**config.mk**
```make
export PLATFORM = sky130hd
export DESIGN_NAME = tbid_decoder
export DESIGN_NICKNAME = d
export VERILOG_FILES = /design/src/logic/tbid_pkg.sv /design/src/logic/tbid_decoder.sv
export VERILOG_INCLUDE_DIRS = /design/src /design/src/logic
export SDC_FILE = /design/constraint.sdc
export NUM_CORES = 1
export LEC_CHECK = 0
export ABC_AREA = 1
export BUFFER_PORTS_ARGS = -buffer_cell sky130_fd_sc_hd__buf_2
export CELL_PAD_IN_SITES_DETAIL_PLACEMENT = 0
export CELL_PAD_IN_SITES_GLOBAL_PLACEMENT = 1
export CORE_MARGIN = 8
export CORE_UTILIZATION = 34
export DETAILED_ROUTE_END_ITERATION = 10
export GPL_TIMING_DRIVEN = 0
export PLACE_DENSITY_LB_ADDON = 0.1
export SKIP_LAST_GASP = 1
export SLEW_MARGIN = 20
export SYNTH_ARGS = -nofsm -noshare
export SYNTH_HDL_FRONTEND = slang
export SYNTH_SLANG_ARGS = --single-unit
```
**constraint.sdc**
```tcl
create_clock -name aclk -period 1.52 [get_ports aclk]
set_input_delay 0.076 -clock aclk [delete_from_list [all_inputs] [get_ports aclk]]
set_output_delay 0.076 -clock aclk [all_outputs]
set_load 0.005 [all_outputs]
```
**src/logic/tbid_params.svh**
```systemverilog
// Offsets, field positions, reset values and counts of the instruction decoder
`ifndef TBID_PARAMS_SVH
`define TBID_PARAMS_SVH

// Register byte offsets on the AXI4-Lite slave
`define TBID_OFF_INSTR 4'h0
`define TBID_OFF_CTRL 4'h4
`define TBID_OFF_STATUS 4'h8
`define TBID_OFF_DECODE 4'hc

// Register resets
`define TBID_RST_WORD 12'h000
`define TBID_RST_RUN 1'h0
`define TBID_RST_TIMEOUT 1'h1
`define TBID_RST_POWERDOWN 1'h1

// Flag update masks, bit 2 carry, bit 1 digit carry, bit 0 zero
`define TBID_FLAGS_NONE 3'h0
`define TBID_FLAGS_Z 3'h1
`define TBID_FLAGS_C 3'h4
`define TBID_FLAGS_ARITH 3'h7

// File address of the program counter low byte
`define TBID_PC_FILE 5'h02

// Oscillator periods per instruction cycle, as last phase index
`define TBID_LAST_PHASE 2'h3

// Bus responses
`define TBID_RESP_OKAY 2'h0
`define TBID_RESP_SLVERR 2'h2

`endif

```
**src/logic/tbid_pkg.sv**
```systemverilog
// Types shared by the instruction decoder
package tbid_pkg;

    typedef enum logic [4:0] {
        no_operation = 5'b00000,
        add_acc_to_file = 5'b00001,
        subtract_acc_from_file = 5'b00010,
        and_acc_with_file = 5'b00011,
        or_acc_with_file = 5'b00100,
        xor_acc_with_file = 5'b00101,
        invert_file = 5'b00110,
        plus_one_file = 5'b00111,
        minus_one_file = 5'b01000,
        copy_file = 5'b01001,
        zero_file = 5'b01010,
        store_acc_to_file = 5'b01011,
        rotate_left_carry = 5'b01100,
        rotate_right_carry = 5'b01101,
        nibble_exchange = 5'b01110,
        bit_zero = 5'b01111,
        bit_one = 5'b10000,
        bit_test = 5'b10001,
        and_constant = 5'b10010,
        or_constant = 5'b10011,
        xor_constant = 5'b10100,
        load_constant = 5'b10101,
        call_subroutine = 5'b10110,
        return_with_constant = 5'b10111,
        jump_absolute = 5'b11000,
        prescaler_load = 5'b11001,
        standby_enter = 5'b11010,
        watchdog_restart = 5'b11011,
        direction_latch_load = 5'b11100,
        zero_acc = 5'b11101,
        minus_one_skip_zero = 5'b11110,
        plus_one_skip_zero = 5'b11111
    } tbid_op_type;

    typedef enum logic [1:0] {
        st_idle = 2'b00,
        st_first = 2'b01,
        st_second = 2'b10
    } tbid_state_type;

    typedef struct packed {
        tbid_op_type op;
        logic dest_file;
        logic [2:0] flags;
        logic reads_file;
        logic skip_zero;
        logic skip_clear;
        logic skip_set;
        logic pc_change;
        logic is_jump;
        logic clear_pc9;
    } tbid_dec_type;

endpackage : tbid_pkg

```
**src/logic/tbid_decoder.sv**
```systemverilog
// Twelve-bit instruction decoder and four-phase sequencer with AXI4-Lite access
//
// Added by the designer: the placing of the registers and the AXI4-Lite register port.
`timescale 1ns/100ps
`include "tbid_params.svh"

module tbid_decoder
    import tbid_pkg::*;
(
    // Clock and reset
    input wire logic aclk,
    input wire logic aresetn,
    // AXI4-Lite write address and data
    input wire logic awvalid,
    output logic awready,
    input wire logic [3:0] awaddr,
    input wire logic wvalid,
    output logic wready,
    input wire logic [31:0] wdata,
    input wire logic [3:0] wstrb,
    // AXI4-Lite write response
    output logic bvalid,
    input wire logic bready,
    output logic [1:0] bresp,
    // AXI4-Lite read
    input wire logic arvalid,
    output logic arready,
    input wire logic [3:0] araddr,
    output logic rvalid,
    input wire logic rready,
    output logic [31:0] rdata,
    output logic [1:0] rresp,
    // Datapath feedback
    input wire logic result_zero,
    input wire logic test_bit,
    // Decoded fields
    output tbid_op_type op,
    output logic dest_file,
    output logic [4:0] file_addr,
    output logic [2:0] bit_sel,
    output logic [8:0] literal,
    output logic [2:0] flag_update,
    output logic source_pins,
    output logic pc_load,
    output logic pc_bit9_clear,
    // Sequencing
    output logic busy,
    output logic [1:0] phase,
    output logic squash,
    // Watchdog and power control
    output logic wdt_restart,
    output logic standby_pulse,
    output logic osc_off,
    output logic timeout_flag,
    output logic powerdown_flag
);

    tbid_state_type state;
    tbid_dec_type dec;
    logic [11:0] wr_word;
    logic [11:0] ex_word;
    logic pending;
    logic run;
    logic wr_take;
    logic accept;
    logic last_phase;
    logic skip_hit;

    function automatic tbid_dec_type decode(input logic [11:0] w);
        tbid_dec_type d;
        d = '0;
        d.op = no_operation;
        if (w[11:10] == 2'h0) begin
            d.dest_file = w[5];
            d.reads_file = 1'b1;
            d.flags = `TBID_FLAGS_Z;
            case (w[9:6])
                4'h0: begin
                    d.reads_file = 1'b0;
                    d.flags = `TBID_FLAGS_NONE;
                    if (w[5]) begin
                        d.op = store_acc_to_file;
                    end else if (w[4:0] == 5'h02) begin
                        d.op = prescaler_load;
                    end else if (w[4:0] == 5'h03) begin
                        d.op = standby_enter;
                    end else if (w[4:0] == 5'h04) begin
                        d.op = watchdog_restart;
                    end else if (w[4:3] == 2'h0 && w[2:0] >= 3'h5) begin
                        d.op = direction_latch_load;
                    end
                end
                4'h1: begin
                    d.reads_file = 1'b0;
                    if (w[5]) begin
                        d.op = zero_file;
                    end else if (w[4:0] == 5'h00) begin
                        d.op = zero_acc;
                    end else begin
                        d.flags = `TBID_FLAGS_NONE;
                    end
                end
                4'h2: begin
                    d.op = subtract_acc_from_file;
                    d.flags = `TBID_FLAGS_ARITH;
                end
                4'h3: d.op = minus_one_file;
                4'h4: d.op = or_acc_with_file;
                4'h5: d.op = and_acc_with_file;
                4'h6: d.op = xor_acc_with_file;
                4'h7: begin
                    d.op = add_acc_to_file;
                    d.flags = `TBID_FLAGS_ARITH;
                end
                4'h8: d.op = copy_file;
                4'h9: d.op = invert_file;
                4'ha: d.op = plus_one_file;
                4'hb: begin
                    d.op = minus_one_skip_zero;
                    d.flags = `TBID_FLAGS_NONE;
                    d.skip_zero = 1'b1;
                end
                4'hc: begin
                    d.op = rotate_right_carry;
                    d.flags = `TBID_FLAGS_C;
                end
                4'hd: begin
                    d.op = rotate_left_carry;
                    d.flags = `TBID_FLAGS_C;
                end
                4'he: begin
                    d.op = nibble_exchange;
                    d.flags = `TBID_FLAGS_NONE;
                end
                default: begin
                    d.op = plus_one_skip_zero;
                    d.flags = `TBID_FLAGS_NONE;
                    d.skip_zero = 1'b1;
                end
            endcase
        end else if (w[11:10] == 2'h1) begin
            d.reads_file = 1'b1;
            case (w[9:8])
                2'h0: begin
                    d.op = bit_zero;
                    d.dest_file = 1'b1;
                end
                2'h1: begin
                    d.op = bit_one;
                    d.dest_file = 1'b1;
                end
                2'h2: begin
                    d.op = bit_test;
                    d.skip_clear = 1'b1;
                end
                default: begin
                    d.op = bit_test;
                    d.skip_set = 1'b1;
                end
            endcase
        end else begin
            casez (w[11:8])
                4'b1000: d.op = return_with_constant;
                4'b1001: d.op = call_subroutine;
                4'b101?: d.op = jump_absolute;
                4'b1100: d.op = load_constant;
                4'b1101: d.op = or_constant;
                4'b1110: d.op = and_constant;
                default: d.op = xor_constant;
            endcase
            // Only 1000, 1001 and 101x redirect the program
            if (w[11:10] == 2'h2) begin
                d.pc_change = 1'b1;
            end else if (w[11:8] != 4'hc) begin
                d.flags = `TBID_FLAGS_Z;
            end
            d.is_jump = (w[11:9] == 3'h5);
        end
        // A file write to the PC low byte also redirects the program
        if (!w[11] && d.dest_file && w[4:0] == `TBID_PC_FILE) begin
            d.pc_change = 1'b1;
        end
        d.clear_pc9 = d.pc_change && !d.is_jump;
        return d;
    endfunction : decode

    // Writes to the instruction register stall until the last word is taken
    assign wr_take = awvalid && wvalid && !bvalid && !(awaddr == `TBID_OFF_INSTR && pending);
    assign awready = wr_take;
    assign wready = wr_take;
    assign arready = !rvalid;
    assign accept = (state == st_idle) && run && pending;
    assign last_phase = (phase == `TBID_LAST_PHASE);
    assign skip_hit = (dec.skip_zero && result_zero) || (dec.skip_clear && !test_bit)
        || (dec.skip_set && test_bit);

    always_ff @(posedge aclk) begin
        if (!aresetn) begin
            wr_word <= `TBID_RST_WORD;
            run <= `TBID_RST_RUN;
            bvalid <= 1'b0;
            bresp <= `TBID_RESP_OKAY;
        end else begin
            if (wr_take) begin
                bvalid <= 1'b1;
                bresp <= `TBID_RESP_OKAY;
                if (awaddr == `TBID_OFF_INSTR) begin
                    if (wstrb[1]) begin
                        wr_word[11:8] <= wdata[11:8];
                    end
                    if (wstrb[0]) begin
                        wr_word[7:0] <= wdata[7:0];
                    end
                end else if (awaddr == `TBID_OFF_CTRL) begin
                    if (wstrb[0]) begin
                        run <= wdata[0];
                    end
                end else begin
                    bresp <= `TBID_RESP_SLVERR;
                end
            end else if (bready) begin
                bvalid <= 1'b0;
            end
        end
    end

    // New word wins over the take in the same cycle
    always_ff @(posedge aclk) begin
        if (!aresetn) begin
            pending <= 1'b0;
        end else if (wr_take && awaddr == `TBID_OFF_INSTR && wstrb[1:0] != 2'h0) begin
            pending <= 1'b1;
        end else if (accept) begin
            pending <= 1'b0;
        end
    end

    always_ff @(posedge aclk) begin
        if (!aresetn) begin
            rvalid <= 1'b0;
            rdata <= 32'h0000_0000;
            rresp <= `TBID_RESP_OKAY;
        end else if (arvalid && !rvalid) begin
            rvalid <= 1'b1;
            rresp <= `TBID_RESP_OKAY;
            if (araddr == `TBID_OFF_INSTR) begin
                rdata <= {20'h0_0000, wr_word};
            end else if (araddr == `TBID_OFF_CTRL) begin
                rdata <= {31'h0000_0000, run};
            end else if (araddr == `TBID_OFF_STATUS) begin
                rdata <= {23'h00_0000, state, pending, phase, squash, osc_off,
                    timeout_flag, powerdown_flag};
            end else if (araddr == `TBID_OFF_DECODE) begin
                rdata <= {16'h0000, dec};
            end else begin
                rdata <= 32'h0000_0000;
                rresp <= `TBID_RESP_SLVERR;
            end
        end else if (rready) begin
            rvalid <= 1'b0;
        end
    end

    // Four clock periods per instruction cycle
    always_ff @(posedge aclk) begin
        if (!aresetn) begin
            state <= st_idle;
            phase <= 2'h0;
        end else begin
            case (state)
                st_idle: begin
                    phase <= 2'h0;
                    if (accept) begin
                        state <= st_first;
                    end
                end
                st_first: begin
                    phase <= phase + 2'h1;
                    if (last_phase) begin
                        state <= (dec.pc_change || skip_hit) ? st_second : st_idle;
                    end
                end
                st_second: begin
                    phase <= phase + 2'h1;
                    if (last_phase) begin
                        state <= st_idle;
                    end
                end
                default: state <= st_idle;
            endcase
        end
    end

    always_ff @(posedge aclk) begin
        if (!aresetn) begin
            ex_word <= `TBID_RST_WORD;
            dec <= '0;
        end else if (accept) begin
            ex_word <= wr_word;
            dec <= decode(wr_word);
        end
    end

    // Watchdog and power effects land at the end of the first cycle
    always_ff @(posedge aclk) begin
        if (!aresetn) begin
            wdt_restart <= 1'b0;
            standby_pulse <= 1'b0;
            osc_off <= 1'b0;
            timeout_flag <= `TBID_RST_TIMEOUT;
            powerdown_flag <= `TBID_RST_POWERDOWN;
        end else begin
            wdt_restart <= 1'b0;
            standby_pulse <= 1'b0;
            if (state == st_first && last_phase) begin
                if (dec.op == watchdog_restart) begin
                    wdt_restart <= 1'b1;
                    timeout_flag <= 1'b1;
                    powerdown_flag <= 1'b1;
                end else if (dec.op == standby_enter) begin
                    wdt_restart <= 1'b1;
                    standby_pulse <= 1'b1;
                    osc_off <= 1'b1;
                    timeout_flag <= 1'b1;
                    powerdown_flag <= 1'b0;
                end
            end
        end
    end

    assign op = dec.op;
    assign dest_file = dec.dest_file;
    assign file_addr = ex_word[4:0];
    assign bit_sel = ex_word[7:5];
    assign literal = dec.is_jump ? ex_word[8:0] : {1'b0, ex_word[7:0]};
    assign flag_update = dec.flags;
    assign source_pins = dec.reads_file && dec.dest_file;
    assign pc_load = dec.pc_change;
    assign pc_bit9_clear = dec.clear_pc9;
    assign busy = (state != st_idle);
    assign squash = (state == st_second);
endmodule : tbid_decoder

```
# Word-level counts from Yosys, hierarchy flattened
# Index checks and enable logic that the tools add are counted.
# classes
n_eq_ne,40
bitwise_logic,4
n_mux,66
n_lt_le_gt_ge,1
reduce_logical,58
add_sub_neg,1
# op_table
op,n
one-hot mux 5 bit (15 select lines),1
2-to-1 mux 16 bit,4
== test 4 bit (second input constant),14
2-to-1 mux 5 bit,8
2-to-1 mux 10 bit,3
2-to-1 mux 1 bit,29
== test 4 x 3 -> 1 bit (second input constant),6
2-to-1 mux 2 bit,12
one-hot mux 4 bit (6 select lines),1
logical AND 1 bit,18
nonzero test 2 bit,7
OR reduction 14 bit,1
zero test 4 bit,3
2-to-1 mux 4 bit,3
one-hot mux 3 bit (4 select lines),1
AND reduction 3 bit,4
== test 5 x 2 -> 1 bit (second input constant),2
== test 5 bit (second input constant),2
one-hot mux 5 bit (2 select lines),1
OR reduction 2 bit,5
2-to-1 mux 9 bit,1
== test 2 bit (second input constant),4
== test 4 x 2 -> 1 bit (second input constant),2
zero test 2 bit,4
19 further kinds,34
# word_totals
output_inout_bits,79
elab_cells,197
input_bits,53
ff_bits,86

# Longest topological paths before layout
# Gate-level depths: netlist of run 1.
# depth
depth_word,17
mapped_depth,10
depth_no_buf,10

# Worst setup path before layout of run 1
# No wires, ideal clock.
# synth_timing
path_type,register -> register
from,reg state[0]
to,"reg dec, in the netlist op[2]"
path_buffers,1
t_required_ps,1398
arrival_ps,1251
path_slack_ps,148
setup_ps,122
synth_period_minus_slack_ps,1372
stages_incl_launch_ff,8
path_cell_list,dfxtp_1 -> inv_1 -> ha_1 -> nand3_2 -> inv_1 -> buf_2 -> o21ai_0 -> a21oi_2
# synth_via
elab_chain_cells,3
# synth_lines
item,line_no,text
start: declaration,tbid_decoder.sv:58,tbid_state_type state;
start signal: assignment,tbid_decoder.sv:267,state <= st_idle;
start signal: assignment,tbid_decoder.sv:274,state <= st_first;
start signal: assignment,tbid_decoder.sv:280,state <= (dec.pc_change || skip_hit) ? st_second : st_idle;
zero test 2 bit,tbid_decoder.sv:192,assign accept = (state == st_idle) && run && pending;
logical AND 1 bit (2 in a row),tbid_decoder.sv:192,
end signal: assignment,tbid_decoder.sv:300,dec <= decode(wr_word);
end: declaration,tbid_decoder.sv:59,tbid_dec_type dec;
# Every way passes these cells.
# A chain may end at the register's enable or synchronous reset.

# Final worst setup path of run 1
# layout_timing
from,reg state[1]
to,"reg dec, in the netlist flag_update[0]"
# Same word-level chain as after synthesis.

==> impl_metrics.yaml, run 1 <==
drt:
  drt-wirelength-per-cell_um: 15.7
  route.detailed.drc: 0
  drt_wl_total_mm: 12.1
  drtIter0Drc: 208
  vias_per_cell: 4.76
  ant_nets: 0
  num_vias: 3650
  drt_first_pass_iters: 4
power:
  power_frac_clock_pct: 39.4
  power_switching_mw: 1.12
  pwr-share-seq_pct: 47.6
  power.leakage_nw: 2.22
  netSwitchingFraction_pct: 28.5
  combPwrFrac_pct: 13.0
  intPower_mw: 2.81
  ir_drop_mv: 0.528
  power_density_mw_per_mm2: 847
die:
  placementRows: 37
  ios: 132
  initial_core_util_pct: 34.9
  die_x_um: 119
  core_mm2: 0.0103
  dieArea_mm2: 0.0141
  die_h_um: 119
global_route:
  antenna_found_initial: 0
  grt_usage_pct: 17.1
  grt_pass1_wl_mm: 19.4
  grt_max_degree: 14
  overflow: 0
  grt_pass1_vias: 3721
cts:
  h-tree-depth: 3
  path_clk_slew_ns: 0.09
  insertion_delay_ns: 0.36
  clk_path_buf_depth: 2
  cts_tree: "built"
  root_buffer: "clkbuf_8"
  cts-buffers-inserted: 9
  cts_num_sinks: 67
synthesis:
  synth_edf_count: 0
  yosys_warnings: 0
  ys_seq_area_share_pct: 37.2
  synth_seq_cells: 67
  ys_async_sr_fraction_pct: 0
  avgSynthCellArea_um2: 7.25
  netlist_instances: 497
  synthFlopType: "dfxtp_1"
  syn-cell-area_mm2: 0.00360
  synth_cell_types: 37
timing:
  period_needed_ns: 1.44
  rsz0062_at_grt: "true"
  post-route-period-util_pct: 94.8
  fin_skew_ns: 0.0136
  setup_viol: 0
  whs_ns: 0.00431
  slew_viol_final: 0
  setup_ws_ns: 0.0793
  worstMarginPinSlew_ns: 0.621
  worst_slew_margin_rel_pct: 58.6
  finalHoldViolCount: 0
  fmax_ghz: 0.694
placement:
  place_congestion: 0.877
  dp_slack_ns: -0.230
  dpl_cell_area_mm2: 0.00429
  place_inst: 740
  port-buffer-count: 90
  dp_hpwl_mm: 9.49
worst_hold_path:
  min_path_type: "in2reg"
setup_path:
  cp-start-kind: "flip-flop"
  crit_fanout: 7
  path_cells: "inv_1, ha_4, nand3_4, buf_4, buf_4, a31oi_1, a21oi_1"
  crit_path_top_delay_cell: "dfxtp_2"
  timing.critical_path.to_type: "flip-flop"
  required_ns: 1.76
  cp_slowest_stage_delay_ns: 0.36
  crit_type: "reg2reg"
  cp_common_cell: "buf_4"
  worstPathArrival_ns: 1.68
layout:
  syn_to_final_growth_pct: 29.1
  final_common_cell: "nand2_1"
  multiInputGateArea_mm2: 0.00178
  regArea_mm2: 0.00135
  final_area_mm2: 0.00465
  layout_common_cells: "nand2_1 (102), buf_2 (95), dfxtp_1 (63)"
  stdcell_count: 767
  layout-drive-gt1-share_pct: 33.4
  finalNetCount: 684
  n_fill_cell: 1098
  num_antenna_cells: 0
run:
  maxCapViolCount: 0
run_status:
  status: "complete, no violations"
flip-flops by register name (all words and copies together) (netlist names), 2 cells and up:
| signal | count |
|---|---|
| dec | 5 |
| ex_word | 9 |
| flag_update | 3 |
| op | 5 |
| phase | 2 |
| rdata | 16 |
| state | 2 |
| wr_word | 12 |
worst max-delay path, delay by kind of cell, from the launching register on:
| kind | cells | cell delay [ns] |
|---|---|---|
| buffers and inverters | 3 | 0.43 |
| flip-flops | 1 | 0.36 |
| AO/OA/AOI/OAI | 2 | 0.23 |
| adder cells (fa/ha/maj) | 1 | 0.17 |
| AND/OR/NAND/NOR | 1 | 0.15 |
Yosys cell counts, drive strengths merged, types with 2 or more instances:
cell / count / area [um2]
nand2: 106 / 413
dfxtp: 67 / 1340
nor2: 57 / 262
buf: 55 / 399
o21ai: 51 / 255
inv: 45 / 169
a21oi: 42 / 214
nand3: 21 / 110
a211oi: 13 / 133
a31oi: 6 / 37.5
a41oi: 6 / 52.6
clkbuf: 6 / 22.5
ha: 5 / 62.6
nor3: 4 / 25.0
nand4: 3 / 40.0
conb: 2 / 7.51
o21a: 2 / 15.0
layer usage:
| layer | track usage (%) | vias to the layer above | part of all wire [%] |
|---|---|---|---|
| met5 | 0 | - | 0 |
| met4 | 5.77 | 0 | 1.1 |
| met3 | 4.39 | 11 | 5.6 |
| met2 | 28.1 | 118 | 46 |
| met1 | 21.3 | 1684 | 47 |
| li1 | - | 1837 | - |
power by group through the flow:
stage	sequential, mW	combinational, mW	clock [mW]
after floorplan	1.90	0.281	0
after global placement	1.91	0.468	0
after detailed placement	1.91	0.472	0
after CTS	1.87	0.510	1.57
after global routing	1.88	0.573	1.67
final	1.87	0.511	1.55
final cells by class:
cell class / instances / share of cell area, %
clock inverters: 7 / 1.64
plain buffers: 61 / 9.31
flip-flops and latches: 67 / 29.0
repair buffers: 101 / 11.8
clock buffers: 9 / 2.66
inverters: 46 / 3.77
multi-input cells: 340 / 38.2
well taps: 136 / 3.66
kinds of logic after synthesis:
family,after synthesis,share of synthesized area [%]
and+or+nand+nor,192,23.8
AOI/OAI and AO/OA,124,20.5
buffers and inverters,107,16.5
DFF,67,37.2
adders and majority gates,5,1.74
other,2,0.209
stage by stage:
stage | setup TNS [ns] | util, % | power (mW)
CTS | 0 | 44.5 | 3.95
detailed placement | -3.84 | 41.5 | 2.38
global placement | -3.34 | 41.5 | 2.38
finish | 0 | 45.0 | 3.94
global route | -0.0588 | 45.0 | 4.12
floorplan | 0 | - | 2.18
timing repair:
action	4_1_cts	5_1_grt
pin swaps	1	0
buffers inserted	3	2
hold buffers	6	0
endpoints found under the setup margin	26	33
hold endpoints to repair	6	0
resized for setup	5	17
cloned	0	0
final timing paths:
path | slack, ns | depth (start not counted) | start | endpoint
worst max-delay path | 0.08 | 7 | state[1] | flag_update[0]
worst min-delay path | 0.004 | 3 | wdata[5] | wr_word[5]
worst max register to register | 0.08 | 7 | state[1] | flag_update[0]
worst min register to register | 0.47 | 2 | bresp[1] | bresp[1]
(Power assumes the default switching activity.)
==> run 2, diff against run 1 <==
- CORE_ASPECT_RATIO: not set -> 0.75
==> impl_metrics.yaml, run 2 (same netlist as run 1, synthesis figures left out) <==
timing:
  worstMarginPinSlew_ns: 0.596
  finalHoldViolCount: 0
  setup_viol: 0
  fin_skew_ns: 0.00818
  whs_ns: 0.0137
  post-route-period-util_pct: 93.4
  slew_viol_final: 0
  worst_slew_margin_rel_pct: 60.3
  period_needed_ns: 1.42
  fmax_ghz: 0.705
global_route:
  grt_pass1_vias: 3515
  overflow: 0
  grt_usage_pct: 17.7
  grt_pass1_wl_mm: 19.5
  grt_max_degree: 11
  antenna_found_initial: 0
run:
  maxCapViolCount: 0
layout:
  largest_register_ffs: 16
  layout_common_cells: "nand2_1 (102), buf_2 (96), dfxtp_1 (61)"
  stdcell_count: 766
  final_common_cell: "nand2_1"
  n_fill_cell: 1118
  regMostFlops: "rdata"
  finalNetCount: 684
  reg.largest.list: "rdata: 16 flops, wr_word: 12 flops, ex_word: 9 flops"
  layout-drive-gt1-share_pct: 34.4
  syn_to_final_growth_pct: 30.5
  num_antenna_cells: 0
cts:
  h-tree-depth: 3
  root_buffer: "clkbuf_16"
  cts_tree: "built"
  path_clk_slew_ns: 0.06
  insertion_delay_ns: 0.34
  cts_num_sinks: 67
  cts-buffers-inserted: 9
  clk_path_buf_depth: 2
setup_path:
  worstPathArrival_ns: 1.69
  crit_type: "reg2reg"
  required_ns: 1.79
  timing.rr.start: "state[1]"
  cp-start-kind: "flip-flop"
  timing.critical_path.to_type: "flip-flop"
  startpoint: "state[1]"
  crit_fanout: 5
worst_hold_path:
  hold_start: "wdata[1]"
  min_path_type: "in2reg"
run_status:
  status: "complete, no violations"
power:
  power.leakage_nw: 2.25
  ir_drop_mv: 0.424
  power_density_mw_per_mm2: 919
  finalPower_mw: 4.32
die:
  core_mm2: 0.0103
  die_x_um: 135
  die_h_um: 105
  ios: 132
  dieArea_mm2: 0.0142
  placementRows: 32
  initial_core_util_pct: 35.0
placement:
  place_congestion: 0.874
  port-buffer-count: 90
  place_inst: 740
  dp_hpwl_mm: 9.68
drt:
  drt-wirelength-per-cell_um: 16.5
  num_vias: 3652
  drt_first_pass_iters: 4
  drt_wl_total_mm: 12.6
  vias_per_cell: 4.77
  drtIter0Drc: 279
  ant_nets: 0
  route.detailed.drc: 0
-- run 2: worst paths after layout --
| path | end | slack, ns | depth (start not counted) |
|---|---|---|---|
| min | wr_word[1] | 0.01 | 3 |
| max | osc_off | 0.10 | 7 |
| max reg2reg | osc_off | 0.10 | 7 |
| min reg2reg | bresp[1] | 0.47 | 2 |
-- run 2: metrics by stage --
| step | worst slack (ns) | utilization (%) | TNS [ns] | area (um2) |
|---|---|---|---|---|
| after floorplan | 0.148 | - | 0 | 3660 |
| after global placement | -0.238 | 41.6 | -3.33 | 4290 |
| after detailed placement | -0.243 | 41.6 | -3.57 | 4290 |
| after CTS | 0.00649 | 44.7 | 0 | 4600 |
| after global routing | -0.0169 | 45.7 | -0.0275 | 4700 |
| final | 0.101 | 45.7 | 0 | 4700 |
-- run 2: per-layer routing --
| metal | track usage (%) | up-vias | routed length [um] |
|---|---|---|---|
| met5 | 0 | - | 0 |
| met4 | 4.32 | 0 | 133 |
| met3 | 6.12 | 11 | 1030 |
| met2 | 26.3 | 120 | 5320 |
| met1 | 23.9 | 1687 | 6140 |
| li1 | - | 1834 | - |
-- run 2: final cells by class --
type                            instances  area (um2)  share of cell area (%)
Multi-Input combinational cell        341        1780                    37.9
Sequential cell                        67        1350                    28.7
Clock buffer                           12         246                    5.24
Buffer                                 61         430                    9.16
Clock inverter                          3        15.0                   0.319
Timing Repair Buffer                  100         533                    11.3
Inverter                               46         173                    3.67
Tap cell                              136         170                    3.62
-- run 2: report_power, final --
part,total (mW),leakage (nW),internal (mW),switching (mW)
Combinational,0.552,1.57,0.249,0.303
Sequential,1.88,0.547,1.82,0.0582
Clock,1.89,0.132,1.13,0.755
Total,4.32,2.25,3.20,1.12
-- run 2: worst max-delay path: stages (launching register included) --
cell	delay, ns
dfxtp_2	0.34
inv_2	0.09
ha_2	0.19
nand2_1	0.06
nor3_2	0.15
nand3_2	0.14
nor3_2	0.24
o21bai_1	0.14
-- run 2: repair_timing --
action	4_1_cts	5_1_grt
hold buffers	3	0
pin swaps	0	3
buffers inserted	0	7
cloned	0	1
resized for setup	7	16
endpoints found under the setup margin	26	35
endpoints found under the hold margin	3	0
==> run 3, diff against run 2 <==
- CAP_MARGIN: not set -> 20
- PLACE_DENSITY: not set -> 0.88
- PLACE_DENSITY_LB_ADDON: 0.1 -> not set
==> impl_metrics.yaml, run 3 (same netlist as run 1, synthesis figures left out) <==
timing:
  setup_viol: 0
  slew_viol_final: 0
  finalHoldViolCount: 0
  post-route-period-util_pct: 93.3
  rsz0062_at_grt: "false"
  fin_skew_ns: 0.00565
  fmax_ghz: 0.705
  worstMarginPinSlew_ns: 0.618
  period_needed_ns: 1.42
  setup_ws_ns: 0.102
  worst_slew_margin_rel_pct: 58.8
placement:
  dp_hpwl_mm: 9.55
  port-buffer-count: 90
  place_congestion: 0.883
  dp_slack_ns: -0.197
  dpl_cell_area_mm2: 0.00429
drt:
  num_vias: 3677
  drt_wl_total_mm: 12.5
  drtIter0Drc: 286
  dr_wl_met2_mm: 5.34
  dr.max_layer_used: "met4"
  wl_met3_um: 993
  vias_per_cell: 4.80
  route.detailed.drc: 0
  drt_first_pass_iters: 4
  wl_met1_mm: 6.04
  ant_nets: 0
  drt-wirelength-per-cell_um: 16.3
setup_path:
  r2r-end: "osc_off"
  worstPathArrival_ns: 1.69
  timing.rr.start: "state[1]"
  path_cells: "inv_2, ha_2, nand2_1, nor3_2, nand3_2, nor3_2, o21bai_2"
  crit_type: "reg2reg"
  ff2ff_setup_slack_ns: 0.10
  crit_fanout: 5
  reg2regPathDepth: 7
  cp-start-kind: "flip-flop"
  required_ns: 1.79
  crit_path_top_delay_cell: "dfxtp_2"
  cp_common_cell: "nor3_2"
  cp_slowest_stage_delay_ns: 0.35
  timing.critical_path.to_type: "flip-flop"
die:
  die_x_um: 135
  die_h_um: 105
  ios: 132
  dieArea_mm2: 0.0142
  placementRows: 32
  core_mm2: 0.0103
  initial_core_util_pct: 35.0
layout:
  reg.largest.list: "rdata: 16 flops, wr_word: 12 flops, ex_word: 9 flops"
  num_antenna_cells: 0
  syn_to_final_growth_pct: 32.6
  regArea_mm2: 0.00135
  largest_register_ffs: 16
  final_common_cell: "nand2_1"
  layout-drive-gt1-share_pct: 34.4
  finalNetCount: 683
  multiInputGateArea_mm2: 0.00178
  regMostFlops: "rdata"
  final_area_mm2: 0.00477
  layout_common_cells: "nand2_1 (102), buf_2 (95), dfxtp_1 (61)"
  n_fill_cell: 1059
global_route:
  grt_max_degree: 12
  grt_usage_pct: 17.4
  grt_pass1_wl_mm: 19.5
  antenna_found_initial: 0
  overflow: 0
  grt_pass1_vias: 3606
cts:
  cts_num_sinks: 67
  clk_path_buf_depth: 2
  h-tree-depth: 3
  root_buffer: "clkbuf_16"
  insertion_delay_ns: 0.34
  cts_tree: "built"
  cts-buffers-inserted: 9
  path_clk_slew_ns: 0.06
worst_hold_path:
  min_to: "wr_word[8]"
  hold_start: "wdata[8]"
  min_path_type: "in2reg"
  min_path_cells: 3
power:
  power.leakage_nw: 2.29
  power_density_mw_per_mm2: 1020
  ir_drop_mv: 0.578
run:
  maxCapViolCount: 0
run_status:
  status: "complete, no violations"
-- run 3: layout make-up --
cell class	count	area share (%)
flip-flops and latches	67	28.3
clock inverters	5	2.10
plain buffers	61	8.99
multi-input cells	341	37.4
well taps	136	3.56
repair buffers	99	11.0
clock buffers	11	5.09
inverters	46	3.62
-- run 3: where the power goes --
| part | total (mW) | switching [mW] | internal [mW] |
|---|---|---|---|
| clock network | 2.44 | 0.794 | 1.64 |
| registers | 1.88 | 0.0569 | 1.82 |
| logic | 0.559 | 0.312 | 0.248 |
| total | 4.87 | 1.16 | 3.71 |
-- run 3: how the worst max path moves through the flow --
stage / from / endpoint / slack, ns / cells past startpoint
floorplan: state[0] / op[2] / 0.15 / 7
global placement: state[0] / op[3] / -0.17 / 8
detailed placement: state[1] / op[3] / -0.20 / 8
global route: wr_word[1] / pc_bit9_clear / 0.001 / 8
finish: state[1] / osc_off / 0.10 / 7
CTS: state[0] / op[3] / -0.01 / 8
-- run 3: worst max-delay path, delay by kind of cell (launching register included) --
family	cells	cell delay (ns)
flip-flops	1	0.35
adder cells (fa/ha/maj)	1	0.19
AND/OR/NAND/NOR	4	0.57
buffers and inverters	1	0.09
AO/OA/AOI/OAI	1	0.16
-- run 3: repair_timing --
action,CTS,global route
hold buffers,3,0
setup buffers,0,6
endpoints found under the setup margin,27,31
gates resized for setup,6,18
endpoints found under the hold margin,3,0
pin swaps,0,2
cloned,0,1
-- run 3: metrics by stage --
step / total power, mW / std cells / hold WS (ns) / TNS (ns) / utilization [%]
after global routing: 5.05 / 766 / 0.00965 / 0 / 46.4
after floorplan: 2.18 / 514 / 0.211 / 0 / -
after detailed placement: 2.39 / 740 / 0.302 / -3.38 / 41.6
after global placement: 2.37 / 740 / 0.301 / -2.14 / 41.6
after CTS: 4.82 / 759 / 0.00930 / -0.0258 / 45.4
final: 4.87 / 766 / 0.0189 / 0 / 46.4
-- run 3: layer usage --
metal	up-vias	global-route usage (%)
li1	1835	-
met1	1695	23.8
met2	138	26.0
met3	9	5.12
met4	0	4.80
met5	-	0
